<file path="src/apw_pkg.sv">
// Constants, register map and carrier types of the PIO sector write block.
// Assumes a 32-bit APB master and a media writer on the same clock.
package apw_pkg;

  // ==========================================================================
  // Register map (byte addresses)
  localparam logic [7:0] OFS_DATA = 8'h00;
  localparam logic [7:0] OFS_ERROR = 8'h04;
  localparam logic [7:0] OFS_SECCNT = 8'h08;
  localparam logic [7:0] OFS_SECNUM = 8'h0c;
  localparam logic [7:0] OFS_CYLLO = 8'h10;
  localparam logic [7:0] OFS_CYLHI = 8'h14;
  localparam logic [7:0] OFS_DEVHEAD = 8'h18;
  localparam logic [7:0] OFS_CMDSTAT = 8'h1c;
  localparam logic [7:0] OFS_DEVCTL = 8'h20;
  localparam logic [7:0] OFS_BLKSIZE = 8'h24;
  localparam logic [7:0] OFS_IRQSTAT = 8'h28;
  localparam logic [7:0] OFS_IRQMASK = 8'h2c;

  // ==========================================================================
  // Commands and field positions
  localparam logic [7:0] OP_WR_MULT_FUA = 8'hce;
  localparam logic [6:0] OP_WR_SECT_HI = 7'h18;
  localparam int DEVCTL_HOB_BIT = 7;
  localparam int DEVHEAD_LBA_BIT = 6;
  localparam int ERR_IDN_BIT = 4;
  localparam int ERR_ABT_BIT = 2;
  localparam int IRQ_BLOCK_BIT = 0;
  localparam int IRQ_DONE_BIT = 1;
  localparam int IRQ_FAIL_BIT = 2;

  // ==========================================================================
  // Counts, geometry and reset values
  localparam logic [7:0] LAST_WORD = 8'hff;
  localparam logic [16:0] EXT_ZERO_COUNT = 17'h10000;
  localparam logic [16:0] STD_ZERO_COUNT = 17'h00100;
  localparam logic [7:0] GEOM_SPT = 8'h3f;
  localparam logic [3:0] GEOM_HEAD_LAST = 4'hf;
  localparam logic [15:0] GEOM_CYL_LAST = 16'h3fff;
  localparam logic [47:0] MAX_LBA = 48'h0000_0fff_ffff;
  localparam logic [7:0] DEVHEAD_RST = 8'ha0;
  localparam logic [7:0] BLKSIZE_RST = 8'h00;
  localparam logic [2:0] IRQMASK_RST = 3'h0;

  // ==========================================================================
  // Types
  typedef enum logic [1:0] {ST_IDLE, ST_RECV, ST_STREAM, ST_WAIT} apwFsm_t;

  typedef struct packed {
    logic [7:0] secCntCur;
    logic [7:0] secCntPrev;
    logic [7:0] secNumCur;
    logic [7:0] secNumPrev;
    logic [7:0] cylLoCur;
    logic [7:0] cylLoPrev;
    logic [7:0] cylHiCur;
    logic [7:0] cylHiPrev;
    logic [7:0] devHead;
  } apwTaskfile_t;

  // Media writer request: one 16-bit word per valid/ready handshake
  typedef struct packed {
    logic valid;
    logic [15:0] data;
    logic [47:0] addr;
    logic chs;
  } apwMediaReq_t;

  // Media writer answer: done pulses once the sector is on the media
  typedef struct packed {
    logic ready;
    logic done;
    logic fail;
  } apwMediaRsp_t;

  typedef struct packed {
    apwFsm_t fsm;
    apwTaskfile_t tf;
    logic [7:0] errFlags;
    logic errBit;
    logic hob;
    logic [7:0] blkSize;
    logic [2:0] irqStat;
    logic [2:0] irqMask;
    logic irqOut;
    logic isExt;
    logic chs;
    logic [16:0] remain;
    logic [7:0] blkLeft;
    logic [47:0] curAddr;
    logic [47:0] lastAddr;
    logic [7:0] wordIdx;
    logic [31:0] prdata;
    logic pready;
    logic pslverr;
    apwMediaReq_t media;
  } apwState_t;

endpackage

</file>
<file path="src/apw_sector_write.sv">
// Device-side engine for the FUA multiple write and the single-sector-irq write.
// Assumes an APB master for the taskfile and a media writer answering per sector.
//
// Behaviour
// [RQ1] Opcode ceh starts the 48-bit forced-unit-access multiple write.
// [RQ2] FUA write posts ending status only after the media confirms the data.
// [RQ3] FUA write interrupts once per block of the programmed block size.
// [RQ4] Sector data arrives through the data register as 16-bit words.
// [RQ5] 48-bit count is previous:current bytes; zero means 65,536 sectors.
// [RQ6] 48-bit address: current bytes give bits 23:0, previous bytes bits 47:24.
// [RQ7] On 48-bit failure report failing address; HOB selects upper or lower bytes.
// [RQ8] Opcodes 30h and 31h both start the single-sector write.
// [RQ9] 28-bit count is one byte; zero means 256 sectors.
// [RQ10] Address-mode bit clear: sector, 16-bit cylinder and head address the sector.
// [RQ11] Address-mode bit set: 28-bit block address from the four taskfile fields.
// [RQ12] An uncorrectable error stops the command at the failing sector.
// [RQ13] 28-bit write leaves the count of sectors not transferred.
// [RQ14] 28-bit write leaves the last transferred sector address, in its mode.
// [RQ15] Each sector is received from the host first, then written to media.
// [RQ16] Error byte flags only not-found and aborted; status busy/fault/corrected clear.
`timescale 1ns/100ps
module apw_sector_write
  import apw_pkg::*;
(
  // Clock and reset
  input wire logic sys_clk,
  input wire logic resetn,
  // APB slave
  input wire logic psel,
  input wire logic penable,
  input wire logic pwrite,
  input wire logic [7:0] paddr,
  input wire logic [31:0] pwdata,
  output logic [31:0] prdata,
  output logic pready,
  output logic pslverr,
  // Interrupt
  output logic irq,
  // Media writer
  output apw_pkg::apwMediaReq_t mediaReq,
  input wire apw_pkg::apwMediaRsp_t mediaRsp
);

  import apw_pkg::*;

  // ==========================================================================
  // Reset release
  logic rstMeta_q;
  logic rstSync_q;

  always_ff @(posedge sys_clk or negedge resetn)
  begin
    if (!resetn)
    begin
      rstMeta_q <= 1'b0;
      rstSync_q <= 1'b0;
    end
    else
    begin
      rstMeta_q <= 1'b1;
      rstSync_q <= rstMeta_q;
    end
  end

  // ==========================================================================
  // Address helpers
  function automatic logic [47:0] nextAddr(input logic [47:0] a, input logic chs);
    logic [47:0] n;
    n = a;
    if (!chs)
      n = a + 48'h1;
    else if (a[7:0] >= GEOM_SPT)
    begin
      n[7:0] = 8'h01;
      if (a[27:24] == GEOM_HEAD_LAST)
      begin
        n[27:24] = 4'h0;
        n[23:8] = a[23:8] + 16'h1;
      end
      else
        n[27:24] = a[27:24] + 4'h1;
    end
    else
      n[7:0] = a[7:0] + 8'h1; // [RQ10]
    return n;
  endfunction

  function automatic logic addrBad(input logic [47:0] a, input logic chs);
    logic bad;
    bad = 1'b0;
    if (chs)
      bad = (a[7:0] == 8'h00) || (a[7:0] > GEOM_SPT) || (a[23:8] > GEOM_CYL_LAST);
    else
      bad = a > MAX_LBA;
    return bad;
  endfunction

  // ==========================================================================
  // Sector buffer
  // One sector only: the host cannot run ahead of the media, which keeps the
  // FUA ordering trivially correct at the cost of throughput.
  logic [15:0] secBuf [0:255];
  apwState_t q;
  apwState_t d;
  logic dataWr;

  always_ff @(posedge sys_clk)
  begin
    if (dataWr)
      secBuf[q.wordIdx] <= pwdata[15:0]; // [RQ4]
  end

  // ==========================================================================
  // Next state
  always_comb
  begin
    logic apwSetup;
    logic apwDone;
    logic wr;
    logic idle;
    logic busy;
    logic mapped;
    logic [31:0] rd;
    logic [7:0] status;
    logic [2:0] irqSet;
    logic [2:0] irqClr;
    logic finish;
    logic fail;
    logic [7:0] failFlags;
    logic [47:0] repAddr;
    logic [47:0] nAddr;
    logic [15:0] cnt16;
    apwSetup = 1'b0;
    apwDone = 1'b0;
    wr = 1'b0;
    idle = 1'b0;
    busy = 1'b0;
    mapped = 1'b0;
    rd = 32'h0;
    status = 8'h00;
    irqSet = 3'h0;
    irqClr = 3'h0;
    finish = 1'b0;
    fail = 1'b0;
    failFlags = 8'h00;
    repAddr = 48'h0;
    nAddr = 48'h0;
    cnt16 = 16'h0;
    dataWr = 1'b0;
    d = q;

    idle = q.fsm == ST_IDLE;
    busy = (q.fsm == ST_STREAM) || (q.fsm == ST_WAIT);
    status = {busy, 1'b1, 1'b0, 1'b1, q.fsm == ST_RECV, 1'b0, 1'b0, q.errBit}; // [RQ16]

    // APB: one wait state, so read data comes straight from a flip-flop
    apwSetup = psel && penable && !q.pready;
    apwDone = psel && penable && q.pready;
    wr = apwDone && pwrite;

    unique case (paddr)
      OFS_DATA: mapped = 1'b1;
      OFS_ERROR: rd[7:0] = q.errFlags;
      OFS_SECCNT: rd[7:0] = q.hob ? q.tf.secCntPrev : q.tf.secCntCur;
      OFS_SECNUM: rd[7:0] = q.hob ? q.tf.secNumPrev : q.tf.secNumCur; // [RQ7]
      OFS_CYLLO: rd[7:0] = q.hob ? q.tf.cylLoPrev : q.tf.cylLoCur; // [RQ7]
      OFS_CYLHI: rd[7:0] = q.hob ? q.tf.cylHiPrev : q.tf.cylHiCur; // [RQ7]
      OFS_DEVHEAD: rd[7:0] = q.tf.devHead;
      OFS_CMDSTAT: rd[7:0] = status;
      OFS_DEVCTL: rd[DEVCTL_HOB_BIT] = q.hob;
      OFS_BLKSIZE: rd[7:0] = q.blkSize;
      OFS_IRQSTAT: rd[2:0] = q.irqStat;
      OFS_IRQMASK: rd[2:0] = q.irqMask;
      default: mapped = 1'b0;
    endcase
    mapped = mapped || (paddr[7:2] <= OFS_IRQMASK[7:2] && paddr[1:0] == 2'b00);

    d.pready = apwSetup;
    d.pslverr = apwSetup && !mapped;
    d.prdata = (apwSetup && mapped && !pwrite) ? rd : 32'h0;

    // Register writes; the taskfile is frozen while a command runs
    if (wr && idle)
    begin
      unique case (paddr)
        OFS_SECCNT:
        begin
          d.tf.secCntPrev = q.tf.secCntCur;
          d.tf.secCntCur = pwdata[7:0];
          d.hob = 1'b0;
        end
        OFS_SECNUM:
        begin
          d.tf.secNumPrev = q.tf.secNumCur;
          d.tf.secNumCur = pwdata[7:0];
          d.hob = 1'b0;
        end
        OFS_CYLLO:
        begin
          d.tf.cylLoPrev = q.tf.cylLoCur;
          d.tf.cylLoCur = pwdata[7:0];
          d.hob = 1'b0;
        end
        OFS_CYLHI:
        begin
          d.tf.cylHiPrev = q.tf.cylHiCur;
          d.tf.cylHiCur = pwdata[7:0];
          d.hob = 1'b0;
        end
        OFS_DEVHEAD: d.tf.devHead = pwdata[7:0];
        OFS_BLKSIZE: d.blkSize = pwdata[7:0];
        default: d.hob = d.hob;
      endcase
    end
    if (wr && paddr == OFS_DEVCTL)
      d.hob = pwdata[DEVCTL_HOB_BIT];
    if (wr && paddr == OFS_IRQMASK)
      d.irqMask = pwdata[2:0];
    if (wr && paddr == OFS_IRQSTAT)
      irqClr = pwdata[2:0];

    // Command decode
    if (wr && idle && paddr == OFS_CMDSTAT)
    begin
      d.errFlags = 8'h00;
      d.errBit = 1'b0;
      d.wordIdx = 8'h00;
      cnt16 = {q.tf.secCntPrev, q.tf.secCntCur};
      if (pwdata[7:0] == OP_WR_MULT_FUA) // [RQ1]
      begin
        d.isExt = 1'b1;
        d.chs = 1'b0;
        d.remain = (cnt16 == 16'h0) ? EXT_ZERO_COUNT : {1'b0, cnt16}; // [RQ5]
        d.curAddr = {q.tf.cylHiPrev, q.tf.cylLoPrev, q.tf.secNumPrev,
                     q.tf.cylHiCur, q.tf.cylLoCur, q.tf.secNumCur}; // [RQ6]
        d.blkLeft = q.blkSize; // [RQ3]
      end
      else if (pwdata[7:1] == OP_WR_SECT_HI) // [RQ8]
      begin
        d.isExt = 1'b0;
        d.chs = !q.tf.devHead[DEVHEAD_LBA_BIT];
        d.remain = (q.tf.secCntCur == 8'h0) ? STD_ZERO_COUNT : {9'h0, q.tf.secCntCur}; // [RQ9]
        d.curAddr = {20'h0, q.tf.devHead[3:0], q.tf.cylHiCur,
                     q.tf.cylLoCur, q.tf.secNumCur}; // [RQ10] [RQ11]
        d.blkLeft = 8'h01;
      end
      d.lastAddr = d.curAddr;
      if (pwdata[7:0] != OP_WR_MULT_FUA && pwdata[7:1] != OP_WR_SECT_HI)
      begin
        finish = 1'b1;
        fail = 1'b1;
        failFlags[ERR_ABT_BIT] = 1'b1;
        d.isExt = 1'b1;
        d.lastAddr = d.curAddr;
      end
      else if (pwdata[7:0] == OP_WR_MULT_FUA && q.blkSize == 8'h00)
      begin
        finish = 1'b1;
        fail = 1'b1;
        failFlags[ERR_ABT_BIT] = 1'b1;
      end
      else if (addrBad(d.curAddr, d.chs))
      begin
        finish = 1'b1;
        fail = 1'b1;
        failFlags[ERR_IDN_BIT] = 1'b1;
      end
      else
        d.fsm = ST_RECV;
    end

    // Sector engine
    unique case (q.fsm)
      ST_IDLE:
        d.media.valid = 1'b0;
      ST_RECV:
      begin
        if (wr && paddr == OFS_DATA)
        begin
          dataWr = 1'b1; // [RQ4]
          d.wordIdx = q.wordIdx + 8'h1;
          if (q.wordIdx == LAST_WORD)
          begin
            // Whole sector buffered before any media traffic
            d.fsm = ST_STREAM; // [RQ15]
            d.media.valid = 1'b1;
            d.media.data = secBuf[0];
            d.media.addr = q.curAddr;
            d.media.chs = q.chs;
          end
        end
      end
      ST_STREAM:
      begin
        if (mediaRsp.ready)
        begin
          d.wordIdx = q.wordIdx + 8'h1;
          d.media.data = secBuf[d.wordIdx];
          if (q.wordIdx == LAST_WORD)
          begin
            d.media.valid = 1'b0;
            d.fsm = ST_WAIT;
          end
        end
      end
      ST_WAIT:
      begin
        if (mediaRsp.done)
        begin
          nAddr = nextAddr(q.curAddr, q.chs);
          if (mediaRsp.fail)
          begin
            // Stop here; curAddr still names the failing sector
            finish = 1'b1; // [RQ12]
            fail = 1'b1;
            failFlags[ERR_ABT_BIT] = 1'b1; // [RQ16]
          end
          else
          begin
            d.lastAddr = q.curAddr;
            d.remain = q.remain - 17'h1;
            d.curAddr = nAddr;
            if (q.remain == 17'h1)
              finish = 1'b1; // [RQ2]
            else if (addrBad(nAddr, q.chs))
            begin
              finish = 1'b1;
              fail = 1'b1;
              failFlags[ERR_IDN_BIT] = 1'b1;
            end
            else
            begin
              d.fsm = ST_RECV;
              d.blkLeft = q.blkLeft - 8'h1;
              if (q.blkLeft == 8'h01)
              begin
                irqSet[IRQ_BLOCK_BIT] = 1'b1; // [RQ3]
                d.blkLeft = q.isExt ? q.blkSize : 8'h01;
              end
            end
          end
        end
      end
    endcase

    // Ending status and reported taskfile
    if (finish)
    begin
      d.fsm = ST_IDLE;
      d.media.valid = 1'b0;
      d.errFlags = failFlags; // [RQ16]
      d.errBit = fail;
      irqSet[IRQ_DONE_BIT] = 1'b1;
      irqSet[IRQ_FAIL_BIT] = fail;
      // Decode-time aborts must report in the form of the new command, not the last one
      repAddr = (d.isExt && fail) ? d.curAddr : d.lastAddr; // [RQ7]
      d.tf.secNumCur = repAddr[7:0];
      d.tf.cylLoCur = repAddr[15:8];
      d.tf.cylHiCur = repAddr[23:16];
      if (d.isExt)
      begin
        d.tf.secNumPrev = repAddr[31:24];
        d.tf.cylLoPrev = repAddr[39:32];
        d.tf.cylHiPrev = repAddr[47:40];
      end
      else
      begin
        d.tf.devHead[3:0] = repAddr[27:24]; // [RQ14]
        d.tf.secCntCur = d.remain[7:0]; // [RQ13]
      end
    end

    // Set wins over a same-cycle clear
    d.irqStat = (q.irqStat & ~irqClr) | irqSet;
    d.irqOut = |(d.irqStat & d.irqMask);
  end

  // ==========================================================================
  // State register
  always_ff @(posedge sys_clk or negedge rstSync_q)
  begin
    if (!rstSync_q)
    begin
      q <= '0;
      q.fsm <= ST_IDLE;
      q.tf.devHead <= DEVHEAD_RST;
      q.blkSize <= BLKSIZE_RST;
      q.irqMask <= IRQMASK_RST;
    end
    else
      q <= d;
  end

  // ==========================================================================
  // Outputs
  assign prdata = q.prdata;
  assign pready = q.pready;
  assign pslverr = q.pslverr;
  assign irq = q.irqOut;
  assign mediaReq = q.media;

endmodule

</file>
<file path="config.mk">
export PLATFORM = sky130hd
export DESIGN_NAME = apw_sector_write
export DESIGN_NICKNAME = d
export VERILOG_FILES = /design/src/apw_pkg.sv /design/src/apw_sector_write.sv
export SDC_FILE = /design/constraint.sdc
export NUM_CORES = 2
export LEC_CHECK = 0
export BUFFER_PORTS_ARGS = -buffer_cell sky130_fd_sc_hd__buf_2
export CAP_MARGIN = 20
export CORE_UTILIZATION = 57
export DETAILED_ROUTE_END_ITERATION = 8
export PLACE_DENSITY = 0.79
export SKIP_LAST_GASP = 1
export SYNTH_ARGS = -nofsm -noshare
export SYNTH_HDL_FRONTEND = slang
export SYNTH_SLANG_ARGS = --single-unit
export TNS_END_PERCENT = 30
</file>
<file path="constraint.sdc">
create_clock -name sys_clk -period 10.8 [get_ports sys_clk]
set_input_delay 2.16 -clock sys_clk [delete_from_list [all_inputs] [get_ports sys_clk]]
set_output_delay 2.16 -clock sys_clk [all_outputs]
set_load 0.01 [all_outputs]
</file>
==> run summary <==
The share of total power dissipated in sequential elements is 54.5%. The internal portion of total power came out at 27.1 mW. The via count came out at 95,960. The data arrival time of the critical path came out at 8010 ps.

The initial antenna violation count came out at 33. The minimum setup slack among reg-to-reg paths is 3660 ps. The fraction of synthesized area in multiplexers is 18.1%. The maximum clock frequency is 140 MHz. The final max-slew violation count is 0.

The final-stage net count came out at 8,739. The final number of hold-violating endpoints is 0. The ratio of cells with drive above 1 in the final layout is 29.0%. The HPWL after detailed placement is 258,000 um. The library cell used most frequently in the layout, excluding fill and tap cells, is edfxtp_1. The switching power share of the total came out at 20.6%. The initial utilization of the core area, before any placement, comes to 57.5%. The count of endpoints failing setup in the final report came out at 0. The relative slew slack came out at 7.58%.

The post-route minimum period came out at 7140 ps. The most used flip-flop cell after synthesis is edfxtp_1. The capture instance of the worst register-to-register path is mediaReq[49]. The count of mapped cells out of synthesis is 8,308. The maximum number of pins on one net before global-route repair came out at 209.

The worst hold path belongs to the class reg -> async. The worst register-to-register path has a depth of 12. The power dissipated by switching net loads came out at 7.05 mW. The post-synthesis share of cell area spent on full adders, half adders and majority gates is 0.115%. The clock tree buffer depth is 4. By area, the combinational part of the netlist is dominated by multiplexers. The floorplan step set the die width to 555 um. The remaining number of nets flagged by the antenna check after routing came out at 0. In this run the vertical extent of the chip is 555 um. The count of maximum capacitance violations is 0. The peak supply drop came out at 0.000152 V. Combinational logic burns 1.0% of the power.

The number of buffers inserted for hold repair after clock tree synthesis is 0. The largest driver fanout on the critical path is 50. The post-synthesis share of cell area spent on and, or, nand and nor gates is 2.68%. The power per standard cell area came out at 175 nW/um^2. The total die area is 308,000 um^2. For the final database, setup skew stands at 62.3 ps. Yosys printed 0 warnings.

The number of clock sinks seen by CTS came out at 4,398. The worst setup path is of the reg -> reg kind. The weighted congestion at the end of routability-driven global placement came out at 0.939.

The overall overflow remaining after global route came out at 0. The distinct cell type count of the synthesized netlist came out at 88. The synthesized netlist devotes 2.51% of its cell area to compound gates.

The post-route clock period utilization is 66.1%. The final layout contains routed wiring with a total length of 524,000 um. The worst-margin pin slew came out at 1380 ps. The XOR/XNOR share of the synthesized area is 0.105%. The total CTS buffers came out at 422.

Leaving out fill and tap cells, the most frequent cells in the layout are edfxtp_1, mux4_2, clkbuf_16. The average detailed-routed wire length per instance is 39.9 um. The worst register-to-register path begins at q[100].

The async set-reset flop share out of synthesis is 6.87%. The number of port buffers came out at 108. The placeable core area came out at 304,000 um^2. TritonCTS built the clock tree. The global-route wire length before repair is 721,000 um.

Data on the critical path is required at its endpoint by 11,670 ps. The via count of the first global-routing pass came out at 95,531. The number of DRC markers in iteration 0 came out at 16,428.

For the worst-skew pair, the clock arrives at the later sink with an insertion delay of 1010 ps. The total routing resource utilization after global routing came out at 33.4%. The synthesized design contains 4,096 enable-type register cells. Setup repair after global routing left no endpoint under its margin. Counting flops and latches in the post-synthesis netlist gives 4,398. The ratio of routed vias to standard cells came out at 7.31.

The cell area that synthesis handed to floorplanning was 174,000 um^2. The flow ran to the end, and the final reports show no timing, DRC or antenna violations. The floorplan row count came out at 202. Summing the sequential cell areas from Yosys gives 74.8% of the chip area. Hold is met by 268 ps.

The type of element launching the critical path is a flop. For this run, design rule violations remaining after detail routing come to 0. The buffer cell driving the clock tree root is clkbuf_16. For this design the static power due to leakage is 61.9 nW. The post-synthesis average cell area came out at 21.0 um^2.

The deepest level of the CTS H-tree is 5. The nature of the critical path endpoint is a flop. The first-pass detailed-route iteration total is 8.

From synthesis to final layout, the design area changed by 12.1%. After routing, the total negative slack on setup checks comes to 0 ps. The number of ports placed on the die boundary is 149. The number of gates resized after CTS was 0. The buffers inserted during post-CTS setup optimization came out at 0. After clock tree synthesis, the clock-pin slew on the worst setup and hold paths is 70 ps. The share of total power dissipated in the clock network is 44.4%.
cells by family after synthesis:
kind of cell / after synthesis
flip-flops: 4398
multiplexers: 1529
AND/OR/NAND/NOR: 1043
AO/OA/AOI/OAI: 661
buffers and inverters: 638
XOR/XNOR: 21
adder cells (fa/ha/maj): 16
other: 2
worst max path at each step:
stage / slack, ps / cells after the start / endpoint / startpoint
floorplan: 1760 / 0 / irq / rstSync_q
global placement: 3580 / 12 / q[270] / pwdata[5]
detailed placement: 3510 / 12 / q[285] / pwdata[5]
CTS: 3930 / 10 / mediaReq[61] / q[100]
global route: 3700 / 10 / mediaReq[61] / q[100]
finish: 3660 / 12 / mediaReq[49] / q[100]
cell usage after synthesis, types with 9 or more instances:
master    number  area, um^2
edfxtp_1    4096      123000
and2_1        71         444
nand3_1       45         225
and3_1        21         131
buf_2         12        60.1
xor2_1        12         105
mux2_2        88         991
a211oi_1      89         668
a221o_1       16         160
nand2b_1      12        75.1
xnor2_1        9        78.8
o22ai_1       63         394
nand2_1      319        1200
nand4_1       21         131
o31ai_1       34         255
mux2_1        10         113
buf_1        126         473
a31oi_1       79         494
o21ai_0      100         500
or3_1         10        62.6
a21oi_1      135         676
mux2i_1      135        1350
nor4_1        32         200
mux4_2      1296       29200
a311oi_1      14         123
a22oi_1       39         293
dfrtp_1      300        7510
or4_1         10        75.1
ha_1          16         200
nor3_1        50         250
nor2_1       407        1530
clkbuf_1     357        1340
a221oi_1      11        96.3
buf_4        101         758
inv_1         34         128
worst max-delay path, stage by stage, from the launching register on:
cell      delay (ps)
dfrtp_4         1050
inv_1            280
ha_4            1090
buf_4            650
buf_4            560
mux4_2           430
mux4_2           470
and2_1           210
a211oi_1         780
a31oi_1          500
mux4_2           620
a22oi_1          150
o21ai_0          110
through the flow:
| stage | power [mW] | instances | utilization [%] | cell area [um^2] | worst slack (ps) |
|---|---|---|---|---|---|
| after floorplan | 19.0 | 8331 | - | 175000 | 1760 |
| after global placement | 19.3 | 12277 | 59.6 | 181000 | 3580 |
| after detailed placement | 19.3 | 12301 | 59.7 | 181000 | 3510 |
| after CTS | 34.1 | 13073 | 64.3 | 195000 | 3930 |
| after global routing | 34.7 | 13104 | 64.4 | 196000 | 3700 |
| final | 34.1 | 13128 | 64.4 | 196000 | 3660 |
power groups by stage:
stage,Sequential (mW),Clock (mW),Combinational (mW)
detailed placement,19.0,0,0.332
floorplan,19.0,0,0.0274
global placement,19.0,0,0.302
CTS,18.6,15.2,0.340
finish,18.6,15.2,0.355
global route,18.6,15.8,0.363
final cells by class:
type / instances / area [um^2]
Inverter: 35 / 131
Clock buffer: 507 / 11100
Timing Repair Buffer: 523 / 4450
Multi-Input combinational cell: 3295 / 41500
Sequential cell: 4398 / 131000
Tap cell: 4080 / 5100
Antenna cell: 25 / 62.6
Fill cell: 17977 / 108000
Clock inverter: 265 / 2710
sequential cells by signal (all words and copies together), names as in the netlist, 8 cells and up:
name / flops
mediaReq: 66
prdata: 8
q: 223
secBuf: 4096
layer usage:
layer / part of all wire, % / global-route usage, % / vias up
li1: - / - / 35319
met1: 32 / 41.6 / 48940
met2: 48 / 53.0 / 9580
met3: 13 / 7.90 / 2095
met4: 7.5 / 21.6 / 26
met5: 0.030 / 0 / -
Power figures use the tool's default switching activity.
